### src/sio_params.svh
// Purpose: offsets, field positions, reset values and counts of the port
// Assumes: included by the package and by the design modules
// Notes:   definitions only
`ifndef SIO_PARAMS_SVH
`define SIO_PARAMS_SVH

// apb word offsets (byte addresses)
`define SIO_ADDR_W          12
`define SIO_CTRL_OFFSET     12'h000
`define SIO_STATUS_OFFSET   12'h004
`define SIO_TXDATA_OFFSET   12'h008
`define SIO_RXDATA_OFFSET   12'h00C

// serial_port_control field positions
`define SIO_CTRL_W          7
`define SIO_TM_BIT          6
`define SIO_SE_BIT          5
`define SIO_DL_BIT          4
`define SIO_TIE_BIT         3
`define SIO_RIE_BIT         2
`define SIO_TE_BIT          1
`define SIO_RE_BIT          0
`define SIO_CTRL_RESET      7'h00

// serial_port_status field positions and reset value
`define SIO_FLAG_W          4
`define SIO_UNDERRUN_BIT    3
`define SIO_OVERRUN_BIT     2
`define SIO_EMPTY_BIT       1
`define SIO_FULL_BIT        0
`define SIO_STATUS_RESET    16'h0002

// word lengths in serial clock periods
`define SIO_DATA_W          16
`define SIO_LEN_SHORT       5'h08
`define SIO_LEN_LONG        5'h10
`define SIO_CNT_W           5

// synchronised pin positions
`define SIO_PIN_W           5
`define SIO_PIN_TXCLK       0
`define SIO_PIN_TXFS        1
`define SIO_PIN_RXCLK       2
`define SIO_PIN_RXFS        3
`define SIO_PIN_RXD         4

`endif

### src/sio_pkg.sv
// Purpose: types shared by the serial port design
// Assumes: sio_params.svh holds every number
// Notes:   the register and sequencer state of the port is one packed struct
`include "sio_params.svh"

package sio_pkg;

	// complete register and sequencer state of the port
	typedef struct packed {
		logic [`SIO_CTRL_W-1:0] ctrl;
		logic [`SIO_FLAG_W-1:0] flags;
		logic [`SIO_FLAG_W-1:0] rd_seen;
		logic [`SIO_DATA_W-1:0] tx_data;
		logic [`SIO_DATA_W-1:0] rx_data;
		logic [`SIO_DATA_W-1:0] tx_shift;
		logic [`SIO_CNT_W-1:0]  tx_cnt;
		logic                   tx_active;
		logic                   tx_sync_out;
		logic [`SIO_DATA_W-1:0] rx_shift;
		logic [`SIO_CNT_W-1:0]  rx_cnt;
		logic                   rx_active;
		logic                   ack;
		logic [31:0]            prdata;
	} sio_state_t;

endpackage : sio_pkg

### src/pin_sync.sv
// Purpose: two-flop synchroniser with rising edge detect for pin inputs
// Assumes: inputs are asynchronous to pclk
// Notes:   the first stage feeds only the second stage
`include "sio_params.svh"

module pin_sync #(
	parameter int W = `SIO_PIN_W
) (
	// clock and reset
	input  wire logic         pclk,
	input  wire logic         presetn,
	input  wire logic         ce,
	// pins in
	input  wire logic [W-1:0] pins,
	// synchronised level and rising edge pulse
	output logic      [W-1:0] level,
	output logic      [W-1:0] rise
);

	typedef struct packed {
		logic [W-1:0] meta;
		logic [W-1:0] sync;
		logic [W-1:0] prev;
	} sync_state_t;

	sync_state_t s_reg;
	sync_state_t s_next;

	// shift the pins through meta, sync and the edge history
	always_comb begin
		s_next      = s_reg;
		s_next.meta = pins;
		s_next.sync = s_reg.meta;
		s_next.prev = s_reg.sync;
	end

	// frozen while ce is low, edges stay pending for later
	always_ff @(posedge pclk or negedge presetn) begin
		if (!presetn) begin
			s_reg <= '0;
		end else if (ce) begin
			s_reg <= s_next;
		end
	end

	// outputs from the second and third stages only
	assign level = s_reg.sync;
	assign rise  = s_reg.sync & ~s_reg.prev;

endmodule // pin_sync

### src/serial_port_status.sv
// Purpose: serial port flags, interrupt and dma requests, framing
// Assumes: apb3 slave with one wait state; serial pins are asynchronous
// Notes:   serial clocks are sampled by pclk, so they must be slow
//          a pin edge reaches the sequencers three pclk edges late
//          change mode, length and sync source only while disabled
//
// Behaviour
// - status resets to 0x0002, only transmit empty set.
// - status bits 15 to 4 read zero; software writes zero.
// - status flags clear by writing 0 after a read of 1; writing 1 is ignored.
// - word start while transmit empty is set raises underrun.
// - word received while receive full is set raises overrun.
// - underrun and overrun clear by read-1-then-write-0, and at reset.
// - transmit empty clears by read-1-write-0 or dma data write.
// - transmit empty sets on shift load, transmit disable, reset.
// - receive full clears on dma read, read-write-0, rx disable, reset.
// - receive full sets when a word moves into receive data.
// - four requests: overrun, underrun, receive full, transmit empty.
// - full and empty requests gated by enables; errors unmaskable.
// - receive full request follows the flag and may start dma reads.
// - transmit empty request follows the flag, may start dma writes.
// - error requests follow their flags and never start dma.
// - priority: overrun, underrun, receive full, transmit empty.
// - sync-every-word selects interval mode, else continuous mode.
// - continuous needs sync only for the first word; interval each.
// - sync source bit makes the port drive its own transmit sync.
// - length bit selects 8-bit low byte or 16-bit words.
// - transmit words go out msb first on serial clock rising edge.
//
// Chosen here: the address map and the APB register port.
`include "sio_params.svh"

module serial_port_status
	import sio_pkg::*;
(
	// clock, reset, enable
	input  wire logic                   pclk,
	input  wire logic                   presetn,
	input  wire logic                   ce,
	// apb slave
	input  wire logic                   psel,
	input  wire logic                   penable,
	input  wire logic                   pwrite,
	input  wire logic [`SIO_ADDR_W-1:0] paddr,
	input  wire logic [31:0]            pwdata,
	output logic      [31:0]            prdata,
	output logic                        pready,
	output logic                        pslverr,
	// dma engine side
	input  wire logic                   dma_tx_wr,
	input  wire logic [`SIO_DATA_W-1:0] dma_tx_data,
	input  wire logic                   dma_rx_rd,
	output logic      [`SIO_DATA_W-1:0] dma_rx_data,
	output logic                        dma_tx_req,
	output logic                        dma_rx_req,
	// requests to the irq controller
	output logic                        overrun_irq,
	output logic                        underrun_irq,
	output logic                        rx_full_irq,
	output logic                        tx_empty_irq,
	output logic                        irq_any,
	output logic      [1:0]             irq_top,
	// transmit pins
	input  wire logic                   tx_serial_clock,
	input  wire logic                   tx_frame_sync_in,
	output logic                        tx_frame_sync_out,
	output logic                        tx_frame_sync_oe,
	output logic                        tx_serial_out,
	output logic                        tx_serial_out_oe,
	// receive pins
	input  wire logic                   rx_serial_clock,
	input  wire logic                   rx_frame_sync,
	input  wire logic                   rx_serial_in
);

	sio_state_t s_reg;
	sio_state_t s_next;

	logic [`SIO_PIN_W-1:0] pin_level;
	logic [`SIO_PIN_W-1:0] pin_rise;

	// address decode, used only by the error answer; the read mux decodes on its own
	function automatic logic addr_hit(input logic [`SIO_ADDR_W-1:0] a);
		addr_hit = (a == `SIO_CTRL_OFFSET) || (a == `SIO_STATUS_OFFSET) ||
			(a == `SIO_TXDATA_OFFSET) || (a == `SIO_RXDATA_OFFSET);
	endfunction

	// read mux; narrow registers sit in the low bits
	function automatic logic [31:0] reg_read(
		input logic [`SIO_ADDR_W-1:0] a,
		input sio_state_t             st
	);
		reg_read = 32'h0000_0000;
		if (a == `SIO_CTRL_OFFSET) begin
			reg_read[`SIO_CTRL_W-1:0] = st.ctrl;
		end else if (a == `SIO_STATUS_OFFSET) begin
			reg_read[`SIO_FLAG_W-1:0] = st.flags;
		end else if (a == `SIO_TXDATA_OFFSET) begin
			reg_read[`SIO_DATA_W-1:0] = st.tx_data;
		end else if (a == `SIO_RXDATA_OFFSET) begin
			reg_read[`SIO_DATA_W-1:0] = st.rx_data;
		end
	endfunction

	// all serial pins cross into pclk here
	// packing order must follow the pin position constants
	pin_sync #(
		.W (`SIO_PIN_W)
	) u_pin_sync (
		.pclk    (pclk),
		.presetn (presetn),
		.ce      (ce),
		.pins    ({rx_serial_in, rx_frame_sync, rx_serial_clock,
			tx_frame_sync_in, tx_serial_clock}),
		.level   (pin_level),
		.rise    (pin_rise)
	);

	// bus events and helpers
	logic                   apb_done;
	logic                   apb_wr;
	logic                   apb_rd;
	logic                   ctrl_wr;
	logic                   stat_wr;
	logic                   stat_rd;
	// enable falls and serial clock edges
	logic                   te_fall;
	logic                   re_fall;
	logic                   tx_rise;
	logic                   rx_rise;
	// sequencer helpers
	logic                   tx_sync_hi;
	logic                   tx_load;
	logic                   rx_done;
	logic                   interval;
	logic [`SIO_CNT_W-1:0]  word_len;
	logic [`SIO_DATA_W-1:0] rx_new;
	// flag events of this cycle
	logic [`SIO_FLAG_W-1:0] flag_set;
	logic [`SIO_FLAG_W-1:0] flag_clr;

	// next state of the whole port, worked out once a cycle
	always_comb begin
		s_next     = s_reg;
		apb_done   = psel & penable & s_reg.ack;
		apb_wr     = apb_done & pwrite;
		apb_rd     = apb_done & ~pwrite;
		ctrl_wr    = apb_wr & (paddr == `SIO_CTRL_OFFSET);
		stat_wr    = apb_wr & (paddr == `SIO_STATUS_OFFSET);
		stat_rd    = apb_rd & (paddr == `SIO_STATUS_OFFSET);
		flag_set   = '0;
		flag_clr   = '0;
		tx_load    = 1'b0;
		rx_done    = 1'b0;
		rx_new     = s_reg.rx_shift;

		// one wait state: capture read data, answer next cycle
		s_next.ack = psel & penable & ~s_reg.ack;
		// read data is frozen in the wait state and cannot move
		if (psel & penable & ~s_reg.ack) begin
			s_next.prdata = reg_read(paddr, s_reg);
		end

		// control register write
		if (ctrl_wr) begin
			s_next.ctrl = pwdata[`SIO_CTRL_W-1:0];
		end
		// enable falls count in the cycle of the write itself
		te_fall = s_reg.ctrl[`SIO_TE_BIT] & ~s_next.ctrl[`SIO_TE_BIT];
		re_fall = s_reg.ctrl[`SIO_RE_BIT] & ~s_next.ctrl[`SIO_RE_BIT];

		// transmit data: cpu store keeps the flag, dma store clears it
		if (apb_wr & (paddr == `SIO_TXDATA_OFFSET)) begin
			s_next.tx_data = pwdata[`SIO_DATA_W-1:0];
		end
		if (dma_tx_wr) begin
			s_next.tx_data = dma_tx_data;
			flag_clr[`SIO_EMPTY_BIT] = 1'b1;
		end
		// a dma read of receive data empties the register
		if (dma_rx_rd) begin
			flag_clr[`SIO_FULL_BIT] = 1'b1;
		end

		// software clear: zero bit plus an earlier read of one
		if (stat_wr) begin
			flag_clr = flag_clr |
				(~pwdata[`SIO_FLAG_W-1:0] & s_reg.rd_seen);
			s_next.rd_seen = s_reg.rd_seen &
				pwdata[`SIO_FLAG_W-1:0];
		end
		// a bit written 1 keeps its record for a later clear
		if (stat_rd) begin
			s_next.rd_seen = s_reg.rd_seen | s_reg.flags;
		end

		// mode and length shared by both directions
		interval = s_reg.ctrl[`SIO_SE_BIT];
		word_len = s_reg.ctrl[`SIO_DL_BIT] ?
			`SIO_LEN_LONG : `SIO_LEN_SHORT;

		// transmit sequencer on rising edges of the serial clock
		tx_rise    = pin_rise[`SIO_PIN_TXCLK] & s_reg.ctrl[`SIO_TE_BIT];
		tx_sync_hi = s_reg.ctrl[`SIO_TM_BIT] ? s_reg.tx_sync_out :
			pin_level[`SIO_PIN_TXFS];
		if (tx_rise) begin
			// own sync: one clock period whenever idle with data waiting
			s_next.tx_sync_out = ~s_reg.tx_active & ~s_reg.tx_sync_out &
				~s_reg.flags[`SIO_EMPTY_BIT] &
				s_reg.ctrl[`SIO_TM_BIT];
			if (s_reg.tx_active && s_reg.tx_cnt != 5'h01) begin
				// mid word: next bit onto the line
				s_next.tx_shift = {s_reg.tx_shift[14:0], 1'b0};
				s_next.tx_cnt   = s_reg.tx_cnt - 5'h01;
			end else if (s_reg.tx_active && !interval) begin
				// continuous: the next word follows the last bit
				tx_load = 1'b1;
			end else if (tx_sync_hi) begin
				// first word, or interval mode: a sync starts it
				tx_load = 1'b1;
			end else begin
				// nothing starts: the line idles until a sync
				s_next.tx_active = 1'b0;
				s_next.tx_cnt    = '0;
			end
		end
		if (tx_load) begin
			// an 8-bit word is left aligned so the msb leads
			s_next.tx_shift  = s_reg.ctrl[`SIO_DL_BIT] ? s_reg.tx_data :
				{s_reg.tx_data[7:0], 8'h00};
			s_next.tx_cnt    = word_len;
			s_next.tx_active = 1'b1;
			// the data register is free again once the word moves
			flag_set[`SIO_EMPTY_BIT] = 1'b1;
			// a load with nothing new written repeats stale data
			flag_set[`SIO_UNDERRUN_BIT] =
				s_reg.flags[`SIO_EMPTY_BIT];
		end
		if (te_fall) begin
			// transmitter off: drop the word, free the register
			s_next.tx_active   = 1'b0;
			s_next.tx_cnt      = '0;
			s_next.tx_sync_out = 1'b0;
			flag_set[`SIO_EMPTY_BIT] = 1'b1;
		end

		// receive sequencer: sync edge arms, then one bit per edge
		rx_rise = pin_rise[`SIO_PIN_RXCLK] & s_reg.ctrl[`SIO_RE_BIT];
		if (rx_rise) begin
			if (s_reg.rx_active) begin
				// armed: one bit per edge, msb first
				rx_new = {s_reg.rx_shift[14:0], pin_level[`SIO_PIN_RXD]};
				s_next.rx_shift = rx_new;
				s_next.rx_cnt   = s_reg.rx_cnt - 5'h01;
				if (s_reg.rx_cnt == 5'h01) begin
					rx_done = 1'b1;
					// continuous mode runs on without another sync
					s_next.rx_active = ~interval;
					s_next.rx_cnt    = interval ? 5'h00 : word_len;
				end
			end else if (pin_level[`SIO_PIN_RXFS]) begin
				// the sync edge only arms; bits start on the next edge
				s_next.rx_active = 1'b1;
				s_next.rx_cnt    = word_len;
			end
		end
		if (rx_done) begin
			s_next.rx_data = s_reg.ctrl[`SIO_DL_BIT] ? rx_new :
				{8'h00, rx_new[7:0]};
			flag_set[`SIO_FULL_BIT] = 1'b1;
			// an unread word is overwritten; overrun keeps the evidence
			flag_set[`SIO_OVERRUN_BIT] =
				s_reg.flags[`SIO_FULL_BIT];
		end
		if (re_fall) begin
			// receiver off: a half word is lost
			s_next.rx_active = 1'b0;
			s_next.rx_cnt    = '0;
			flag_clr[`SIO_FULL_BIT] = 1'b1;
		end

		// set beats clear so a coincident event survives
		s_next.flags = (s_reg.flags & ~flag_clr) | flag_set;

		// a record dies with its flag, so a stale read clears no new word
		s_next.rd_seen = s_next.rd_seen & s_next.flags;
	end

	// single state register, frozen while ce is low
	always_ff @(posedge pclk or negedge presetn) begin
		if (!presetn) begin
			s_reg         <= '0;
			s_reg.ctrl    <= `SIO_CTRL_RESET;
			// the status value is wider than the flags it holds
			s_reg.flags   <=
				`SIO_FLAG_W'(`SIO_STATUS_RESET);
		end else if (ce) begin
			s_reg <= s_next;
		end
	end

	// apb answer
	assign prdata  = s_reg.prdata;
	assign pready  = s_reg.ack;
	// unmapped offsets answer with an error rather than hang
	assign pslverr = s_reg.ack & ~addr_hit(paddr);

	// request lines: errors cannot be masked
	assign overrun_irq  = s_reg.flags[`SIO_OVERRUN_BIT];
	assign underrun_irq = s_reg.flags[`SIO_UNDERRUN_BIT];
	assign rx_full_irq  = s_reg.flags[`SIO_FULL_BIT] &
		s_reg.ctrl[`SIO_RIE_BIT];
	assign tx_empty_irq = s_reg.flags[`SIO_EMPTY_BIT] &
		s_reg.ctrl[`SIO_TIE_BIT];

	// dma only on the data requests, never on errors
	assign dma_rx_req  = rx_full_irq;
	assign dma_tx_req  = tx_empty_irq;
	assign dma_rx_data = s_reg.rx_data;

	// fixed priority code of the highest pending request
	assign irq_any = overrun_irq | underrun_irq | rx_full_irq |
		tx_empty_irq;
	// code 3 also when nothing pends, so qualify it with irq_any
	always_comb begin
		if (overrun_irq) begin
			irq_top = 2'h0;
		end else if (underrun_irq) begin
			irq_top = 2'h1;
		end else if (rx_full_irq) begin
			irq_top = 2'h2;
		end else begin
			irq_top = 2'h3;
		end
	end

	// pins float while the transmitter is off
	// data idles at whatever bit was shifted last
	assign tx_serial_out     = s_reg.tx_shift[`SIO_DATA_W-1];
	assign tx_serial_out_oe  = s_reg.ctrl[`SIO_TE_BIT];
	assign tx_frame_sync_out = s_reg.tx_sync_out;
	assign tx_frame_sync_oe  = s_reg.ctrl[`SIO_TE_BIT] &
		s_reg.ctrl[`SIO_TM_BIT];

endmodule // serial_port_status

### config.mk
export PLATFORM = sky130hd
export DESIGN_NAME = serial_port_status
export DESIGN_NICKNAME = d
export VERILOG_FILES = /design/src/sio_pkg.sv /design/src/pin_sync.sv /design/src/serial_port_status.sv
export VERILOG_INCLUDE_DIRS = /design/src /design/src/src
export SDC_FILE = /design/constraint.sdc
export NUM_CORES = 1
export LEC_CHECK = 0
export ABC_AREA = 1
export BUFFER_PORTS_ARGS = -buffer_cell sky130_fd_sc_hd__buf_4
export CORE_UTILIZATION = 56
export CTS_CLUSTER_DIAMETER = 50
export DETAILED_ROUTE_END_ITERATION = 10
export PLACE_DENSITY = 0.87
export RECOVER_POWER = 25
export SYNTH_ARGS = -nofsm -noshare
export SYNTH_HDL_FRONTEND = slang
export SYNTH_HIERARCHICAL = 1
export SYNTH_SLANG_ARGS = --single-unit
### constraint.sdc
create_clock -name pclk -period 1.83 [get_ports pclk]
set_input_delay 0.0915 -clock pclk [delete_from_list [all_inputs] [get_ports pclk]]
set_output_delay 0.0915 -clock pclk [all_outputs]
set_load 0.01 [all_outputs]
---- Word-level counts from Yosys, hierarchy flattened ----
Index checks and enable logic that the tools add are counted.
word-level totals
  output and inout port bits .............. 63
  bits of input ports ..................... 73
  register bits after elaboration ......... 122
operators by class
  muxes and demuxes ....................... 50
  reduce and logical (&&, ||, !) cells .... 25
  bitwise gates (word level) .............. 43
  eq/ne operators ......................... 10
  $add $sub $neg .......................... 2
operator list
  kind                 number
  $mux 16              9
  $mux 6               7
  $eq 12x4->1 const B  2
  $mux 23              1
  $mux 22              1
  $and 1x1->1          20
  $mux 1               18
  $and 4x4->4          4
  $mux 4               4
  $mux 5               3
  $mux 7               2
  $reduce_and 2->1     7
  $eq 12x3->1 const B  1
  $logic_not 12->1     1
  $mux 12              1
  $reduce_bool 2->1    5
  $sub 5x1->5 const B  2
  $mux 9               1
  $not 1->1            9
  $not 4->4            2
  $or 4x4->4           2
  $mux 2               3
  $ne 3x3->1 const B   2
  $reduce_and 3->1     2
  15 further kinds     21

---- Logic depth before layout (Yosys ltp) ----
Gate-level depths: netlist of the first run.
  depth in word-level cells ............... 12
  gate-level depth with buffers ........... 11
  depth with buffers taken out ............ 11

---- By module ----
The synthesis of the first run kept the hierarchy.
modules (own cells, without submodules)
  module              cells an instance  instances  seq. area each (um2)  area an instance (um2)
  serial_port_status  835                1          2728.9                6444.9
  pin_sync            79                 1          375.4                 683.2

---- Worst setup path before layout of the first run ----
Ideal clock, no wire load.
  kind .................................... reg2reg
  from .................................... reg u_pin_sync.s_reg, in the netlist u_pin_sync/level[1]
  to ...................................... reg s_reg[61] in the netlist's numbering
  setup time .............................. 0.118 ns
  setup slack ............................. 0.361 ns
  data arrival time ....................... 1.351 ns
  stages on the path, launching flop included .. 9
  cells stage by stage .................... dfrtp_1 > buf_4 > o21ai_0 > nand2_1 > nand3b_4 > buf_2 > nand2_1 > nand3_1 > o21ai_2
between the ends
  cells in the longest elaborated chain, start to end .. 7
  elaborated cells between the ends (all ways) .. 11
RTL lines
  what                                                  line                       RTL
  start: declaration                                    pin_sync.sv:26             sync_state_t s_reg;
  start signal: assignment                              pin_sync.sv:42             s_reg <= s_next;
  $mux 1 *                                              serial_port_status.sv:204  tx_sync_hi = s_reg.ctrl[`SIO_TM_BIT] ? s_reg.tx_sync_out :
  $mux 1                                                serial_port_status.sv:218  end else if (tx_sync_hi) begin
  $mux 1                                                serial_port_status.sv:215  end else if (s_reg.tx_active && !interval) begin
  $mux 1                                                serial_port_status.sv:211  if (s_reg.tx_active && s_reg.tx_cnt != 5'h01) begin
  $mux 1                                                serial_port_status.sv:206  if (tx_rise) begin
  $ne 4x4->1 (no line), or another cell as far along    -
  $reduce_and 4->1 (no line) or $mux 7 (tied branches)  -
  end signal: assignment                                serial_port_status.sv:298  s_reg <= s_next;
  end: declaration                                      serial_port_status.sv:76   sio_state_t s_reg;
Every way passes the cells marked *; elsewhere a longest branch is shown, timed or not.
A chain may end at the register's enable or synchronous reset.

---- Final worst setup path of the first run ----
  from .................................... reg s_reg, in the netlist pready
  to ...................................... reg s_reg[34] in the netlist's numbering
between the ends
  cells in the longest elaborated chain, start to end .. 8
  elaborated cells between the ends (all ways) .. 10
RTL lines
  what                                                              line                       RTL
  $and 1x1->1 *                                                     serial_port_status.sv:145  apb_done = psel & penable & s_reg.ack;
  $and 1x1->1 *                                                     serial_port_status.sv:146  apb_wr = apb_done & pwrite;
  $and 1x1->1 *                                                     serial_port_status.sv:148  ctrl_wr = apb_wr & (paddr == `SIO_CTRL_OFFSET);
  $mux 2 *                                                          serial_port_status.sv:165  if (ctrl_wr) begin
  $not 1->1 *                                                       serial_port_status.sv:170  re_fall = s_reg.ctrl[`SIO_RE_BIT] & ~s_next.ctrl[`SIO_RE_BIT];
  $and 1x1->1 *                                                     serial_port_status.sv:170
  $reduce_bool 3->1 (no line) or $reduce_bool 2->1 (tied branches)  -
  $reduce_and 3->1 (no line)                                        -
Marked as above.

==> metrics.md, run 1 <==
| Metric | Value |
|---|---|
| Setup Skew | `7.640 ps` |
| All-Layer GR Usage | `29.28%` |
| RSZ-0062 raised after global routing | `false` |
| Fin. max-slew vios | `0` |
| Post-DP HPWL | `12,050 microns` |
| Max Cap Viol | `0` |
| WL/cell | `15.12 microns` |
| CP Launch Type | `flop` |
| Max Fclk | `0.5834 GHz` |
| Clk_lat worst skew | `420 ps` |
| DRC | `0` |
| Setup TNS Final | `0 ps` |
| Cell Area, Synth | `0.006977 sq mm` |
| Syn-to-layout area delta | `18.96%` |
| Final period util | `93.66%` |
| Die area | `0.01291 sq mm` |
| Setup WS post-layout | `116.1 ps` |
| First-pass GRT wire length | `28,880 microns` |
| Nets | `1,060` |
| Gate Count Post-Synth | `894` |
| # setup viols final | `0` |
| Mean Syn Cell Area | `7.804 sq um` |
| Postcts setup bufs | `0` |
| Initial antenna violation count | `0` |
| Crit end category | `flop` |
| Worst-Margin Slew | `1058 ps` |
| Diodes inserted | `0` |
| Clk pin slew, worst setup/hold paths | `50 ps` |
| Status | `finished, final reports clean` |
| Placed cell count | `1,111` |
| PwrDens | `1173 mW/mm^2` |
| Input/output buffers | `103` |
| Master cell of the clock root buffer | `clkbuf_16` |
| Detail-routed via count per cell | `5.395` |
| Std-Cell Rows | `40` |
| Htree depth | `4` |
| Drt total wl | `17,580 microns` |
| DRT Pass-1 Iters | `7` |
| Share of post-route cells with drive strength above 1 | `20.70%` |
| Die W | `113.6 microns` |
| Leakage | `4.297 nW` |
| Die Y | `113.6 microns` |
| Vias in the first global route | `6,052` |
| Non-filler instance count after layout | `1,163` |
| Max reg flops | `70` |
| Kind of critical path | `reg -> reg` |
| Core area | `0.01206 sq mm` |
| Max Root-Sink Buffers | `2` |
| Initial DRC Count | `614` |
| Hold Vio Cnt, Final | `0` |
| Crit path time final | `1714 ps` |
| Initial Utilization | `57.84%` |
| Critical-path maximum fanout | `7` |
| Via count | `6,274` |
| PostCTS Resize Cnt | `0` |
| Remaining antenna violation count | `0` |
| Grt ovf | `0` |
| Largest net degree at the start of global routing | `44` |
| Worst min path class | `in -> reg` |
| Io pins | `136` |
| CTS tree | `yes` |
| CP Data Arrival Time | `2010 ps` |
| RD Place Congestion | `0.9024` |
| Num CTS Buffers | `17` |
| Most frequent cells in the layout | `nand2_1, dfrtp_1, buf_4, o21ai_0, inv_1` |
| Pre-CTS setup slack | `167.3 ps` |
| Total number of yosys warnings | `6` |
| Max-slew headroom | `29.47%` |
| Fillers | `925` |
| Critical Path RT | `2130 ps` |
| VDD IR-drop max | `0.8378 mV` |
| Commonest non-fill, non-tap cell in the layout | `nand2_1` |
| Clk sinks | `121` |
[per-stage QoR]
stage | hold slack, ps | cell area (sq um) | power, W | util [%]
2_1_floorplan | -204.1 | 7033 | 0.005929 | -
3_3_place_gp | 108.7 | 7576 | 0.006626 | 62.81
3_5_place_dp | 107.4 | 7576 | 0.006737 | 62.81
4_1_cts | 2.025 | 8302 | 0.009741 | 68.83
5_1_grt | 19.72 | 8299 | 0.01036 | 68.81
6_report | 8.642 | 8299 | 0.009738 | 68.81
[power breakdown]
part | total, W | switching, W | leakage, nW | internal (W)
Combinational | 0.00294 | 0.00175 | 2.55 | 0.00120
Clock | 0.00294 | 0.00116 | 0.259 | 0.00177
Sequential | 0.00386 | 0.000491 | 1.49 | 0.00337
[final timing paths]
path	start	to	slack [ps]	depth (start not counted)
worst min-delay path	pwdata[14]	s_reg[108]$_DFFE_PN0P_	9	5
worst min register to register	u_pin_sync/s_next[9]$_DFFE_PN0P_	u_pin_sync/s_next[9]$_DFFE_PN0P_	470	2
min in group asynchronous	presetn	s_reg[59]$_DFFE_PN0P_	400	2
max in group asynchronous	presetn	s_reg[115]$_DFFE_PN1P_	610	3
worst max register to register	pready$_DFFE_PN0P_	s_reg[34]$_DFFE_PN0P_	120	7
worst max-delay path	pready$_DFFE_PN0P_	s_reg[34]$_DFFE_PN0P_	120	7
[per-layer routing]
| layer | GRT usage [%] | vias to the layer above | share of wire [%] |
|---|---|---|---|
| li1 | - | 2992 | - |
| met1 | 36.45 | 2973 | 41 |
| met2 | 49.11 | 264 | 50 |
| met3 | 7.014 | 45 | 6.3 |
| met4 | 12.02 | 0 | 2.8 |
| met5 | 0 | - | 0 |
[worst max-delay path, stage by stage (launching register included)]
cell	delay, ps
dfrtp_1	460
nand3_2	140
nor2_4	270
nand3_1	160
inv_1	80
nand3_1	180
nand2_1	180
mux2i_1	100
[repair_timing]
| item | 4_1_cts | 5_1_grt |
|---|---|---|
| hold endpoints to repair | 58 | 0 |
| endpoints found under the setup margin | 0 | 0 |
| hold buffers | 21 | 0 |
[final cells by class]
class | count | area [sq um] | share of cell area (%)
flip-flops and latches | 121 | 3029 | 36.50
multi-input cells | 601 | 2994 | 36.08
repair buffers | 143 | 1174 | 14.14
clock buffers | 22 | 464.2 | 5.593
inverters | 99 | 376.6 | 4.538
well taps | 168 | 210.2 | 2.533
clock inverters | 9 | 51.30 | 0.6181
Note: power is estimated with default switching activity, not from simulation.
==> inputs of run 2 (changes only) <==
CORE_UTILIZATION = 60   (was 56)
PLACE_DENSITY = 0.91   (was 0.87)
clock period = 2.1 ns   (was 1.83 ns; I/O delays follow)
==> metrics.md, run 2 (synthesis results as in run 1) <==
| Metric | Value |
|---|---|
| PwrDens | `1131 mW/mm^2 (was 1173 mW/mm^2)` |
| RD Place Congestion | `0.9070 (was 0.9024)` |
| Met3 Usage GRT | `8.062% (was 7.014%)` |
| Clk_lat worst skew | `420 ps (about the same)` |
| Clock network fraction of design power | `36.5% (was 30.1%)` |
| Input/output buffers | `103 (unchanged)` |
| Remaining antenna violation count | `0 (unchanged)` |
| Kind of critical path | `reg -> reg (unchanged)` |
| Fillers | `812 (was 925)` |
| CP Data Arrival Time | `2310 ps (was 2010 ps)` |
| Std-Cell Rows | `39 (was 40)` |
| Setup TNS Final | `0 ps (unchanged)` |
| Commonest non-fill, non-tap cell in the layout | `nand2_1 (unchanged)` |
| Most frequent cells in the layout | `nand2_1, dfrtp_1, buf_4, o21ai_0, inv_1 (unchanged)` |
| Critical Path RT | `2400 ps (was 2130 ps)` |
| Die Y | `109.8 microns (was 113.6 microns)` |
| Nets | `1,047 (was 1,060)` |
| Max Fclk | `0.4973 GHz (was 0.5834 GHz)` |
| Routing usage on met2 | `51.16% (was 49.11%)` |
| WL/cell | `16.52 microns (was 15.12 microns)` |
| # setup viols final | `0 (unchanged)` |
| Via count | `6,522 (was 6,274)` |
| RSZ-0062 raised after global routing | `false (unchanged)` |
| Initial Utilization | `61.36% (was 57.84%)` |
| Syn-to-layout area delta | `18.78% (was 18.96%)` |
| DRT Pass-1 Iters | `5 (was 7)` |
| VDD IR-drop max | `0.8503 mV (was 0.8378 mV)` |
| Failing checks | `max-slew violations` |
| Setup Skew | `8.460 ps (was 7.640 ps)` |
| Leakage | `4.289 nW (was 4.297 nW)` |
| Num CTS Buffers | `17 (unchanged)` |
| Worst min path class | `in -> reg (unchanged)` |
| Status | `finished, violations left (was finished, final reports clean)` |
| Share of post-route cells with drive strength above 1 | `20.55% (was 20.70%)` |
| Crit path time final | `2011 ps (was 1714 ps)` |
| CP cell instances | `nand3_2 > nor2_4 > nand3_1 > nor2_2 > nand2_1 > o21a_1 (was nand3_2 > nor2_4 > nand3_1 > inv_1 > nand3_1 > nand2_1 > mux2i_1)` |
| Reg power frac | `36.0% (was 39.6%)` |
| DRC | `0 (unchanged)` |
| CP Launch Type | `flop (unchanged)` |
| Initial antenna violation count | `0 (unchanged)` |
| Detail-routed via count per cell | `5.792 (was 5.395)` |
| Io pins | `136 (unchanged)` |
| Largest net degree at the start of global routing | `122 (was 44)` |
| Fin util | `72.88% (was 68.81%)` |
| Critical-path maximum fanout | `14 (was 7)` |
| Max-slew headroom | `-1.268% (was 29.47%)` |
| Vias in the first global route | `6,098 (was 6,052)` |
| GRT met1 Usage | `40.47% (was 36.45%)` |
| Comb pwr share | `27.4% (was 30.2%)` |
| Fin. max-slew vios | `121 (was 0)` |
| All-Layer GR Usage | `32.54% (was 29.28%)` |
| Htree depth | `4 (unchanged)` |
| Psw | `0.003138 W (was 0.003405 W)` |
| Max reg flops | `70 (unchanged)` |
| Die W | `109.8 microns (was 113.6 microns)` |
| Grt ovf | `0 (unchanged)` |
| Pint | `0.006233 W (was 0.006333 W)` |
| Post-DP HPWL | `11,580 microns (was 12,050 microns)` |
| CTS tree | `yes (unchanged)` |
| Clk pin slew, worst setup/hold paths | `60 ps (was 50 ps)` |
| Diodes inserted | `0 (unchanged)` |
| Master cell of the clock root buffer | `clkbuf_16 (unchanged)` |
| Core area | `0.01137 sq mm (was 0.01206 sq mm)` |
| First-pass GRT wire length | `29,330 microns (was 28,880 microns)` |
| Final period util | `95.75% (was 93.66%)` |
| Hold Vio Cnt, Final | `0 (unchanged)` |
| Clk sinks | `121 (unchanged)` |
| Die area | `0.01206 sq mm (was 0.01291 sq mm)` |
| Initial DRC Count | `613 (was 614)` |
| Worst-Margin Slew | `1519 ps (was 1058 ps)` |
| CP max-delay cell | `nor2_2 (was dfrtp_1)` |
| Switching part of the total power | `33.48% (was 34.96%)` |
| Global route hottest layer | `met2 (unchanged)` |
| Max Root-Sink Buffers | `2 (unchanged)` |
| Crit end category | `flop (unchanged)` |
| Drt total wl | `18,600 microns (was 17,580 microns)` |
| Crit path largest cell delay | `490 ps (was 460 ps)` |
| Max Cap Viol | `0 (unchanged)` |
-- run 2: cell types whose count changed in the layout (fill, tap and decap cells not counted) --
cell	before	now
clkinv_4	1	0
clkbuf_4	0	1
dlygate4sd3_1	21	16
clkinv_2	7	1
clkbuf_2	1	0
clkbuf_1	3	0
buf_12	4	0
clkinvlp_4	1	3
inv_6	1	5
bufinv_16	0	6
buf_4	117	113
inv_2	8	7
-- run 2: stage by stage --
step	setup WS (ps)	power, W	instances	hold slack [ps]	cell area, sq um
global route	66.01	0.009875	1126	21.47	8287
CTS	154.9	0.009357	1126	2.029	8298
floorplan	639.4	0.005167	909	-190.6	7033
detailed placement	260.2	0.005826	1078	253.9	7447
global placement	329.4	0.005724	1078	260.8	7447
finish	89.33	0.009371	1126	10.35	8287
-- run 2: final timing paths --
kind	start	endpoint	slack (ps)	cells after the start
max	pready$_DFFE_PN0P_	s_reg[121]$_DFFE_PN0P_	90	6
min reg2reg	u_pin_sync/s_next[9]$_DFFE_PN0P_	u_pin_sync/s_next[9]$_DFFE_PN0P_	470	2
max in group asynchronous	presetn	s_reg[53]$_DFFE_PN0P_	430	3
min	dma_tx_data[4]	s_reg[98]$_DFFE_PN0P_	10	5
min in group asynchronous	presetn	s_reg[58]$_DFFE_PN0P_	700	3
max reg2reg	pready$_DFFE_PN0P_	s_reg[121]$_DFFE_PN0P_	90	6
-- run 2: repair_timing --
action | CTS | global route
hold buffers | 16 | 0
setup buffers | 0 | 0
hold endpoints to repair | 133 | 0
resized for setup | 0 | 1
endpoints found under the setup margin | 0 | 1
-- run 2: area by class of cell --
class / instances / area (sq um) / area share [%]
timing repair buffer: 130 / 1016 / 12.26
tap: 143 / 178.9 / 2.159
multi-input combinational: 601 / 2994 / 36.13
sequential: 121 / 3029 / 36.55
clock buffer: 19 / 452.9 / 5.466
inverter: 99 / 377.9 / 4.560
clock inverter: 13 / 237.7 / 2.869
-- run 2: metal layers --
metal | up-vias | share of wire (%)
met5 | - | 0
met4 | 0 | 5.0
met3 | 101 | 9.2
met2 | 381 | 48
met1 | 3070 | 38
li1 | 2970 | -
-- run 2: worst max-delay path, delay by kind of cell (launching register included) --
kind,cells,cell delay [ps]
AOI/OAI and AO/OA,1,150
DFF,1,470
and+or+nand+nor,5,1270
-- run 2: power by group through the flow --
stage	clock, W	sequential (W)	combinational [W]
finish	0.00342	0.00338	0.00257
global route	0.00356	0.00343	0.00288
CTS	0.00345	0.00336	0.00255
detailed placement	0	0.00337	0.00246
global placement	0	0.00336	0.00237
floorplan	0	0.00328	0.00189
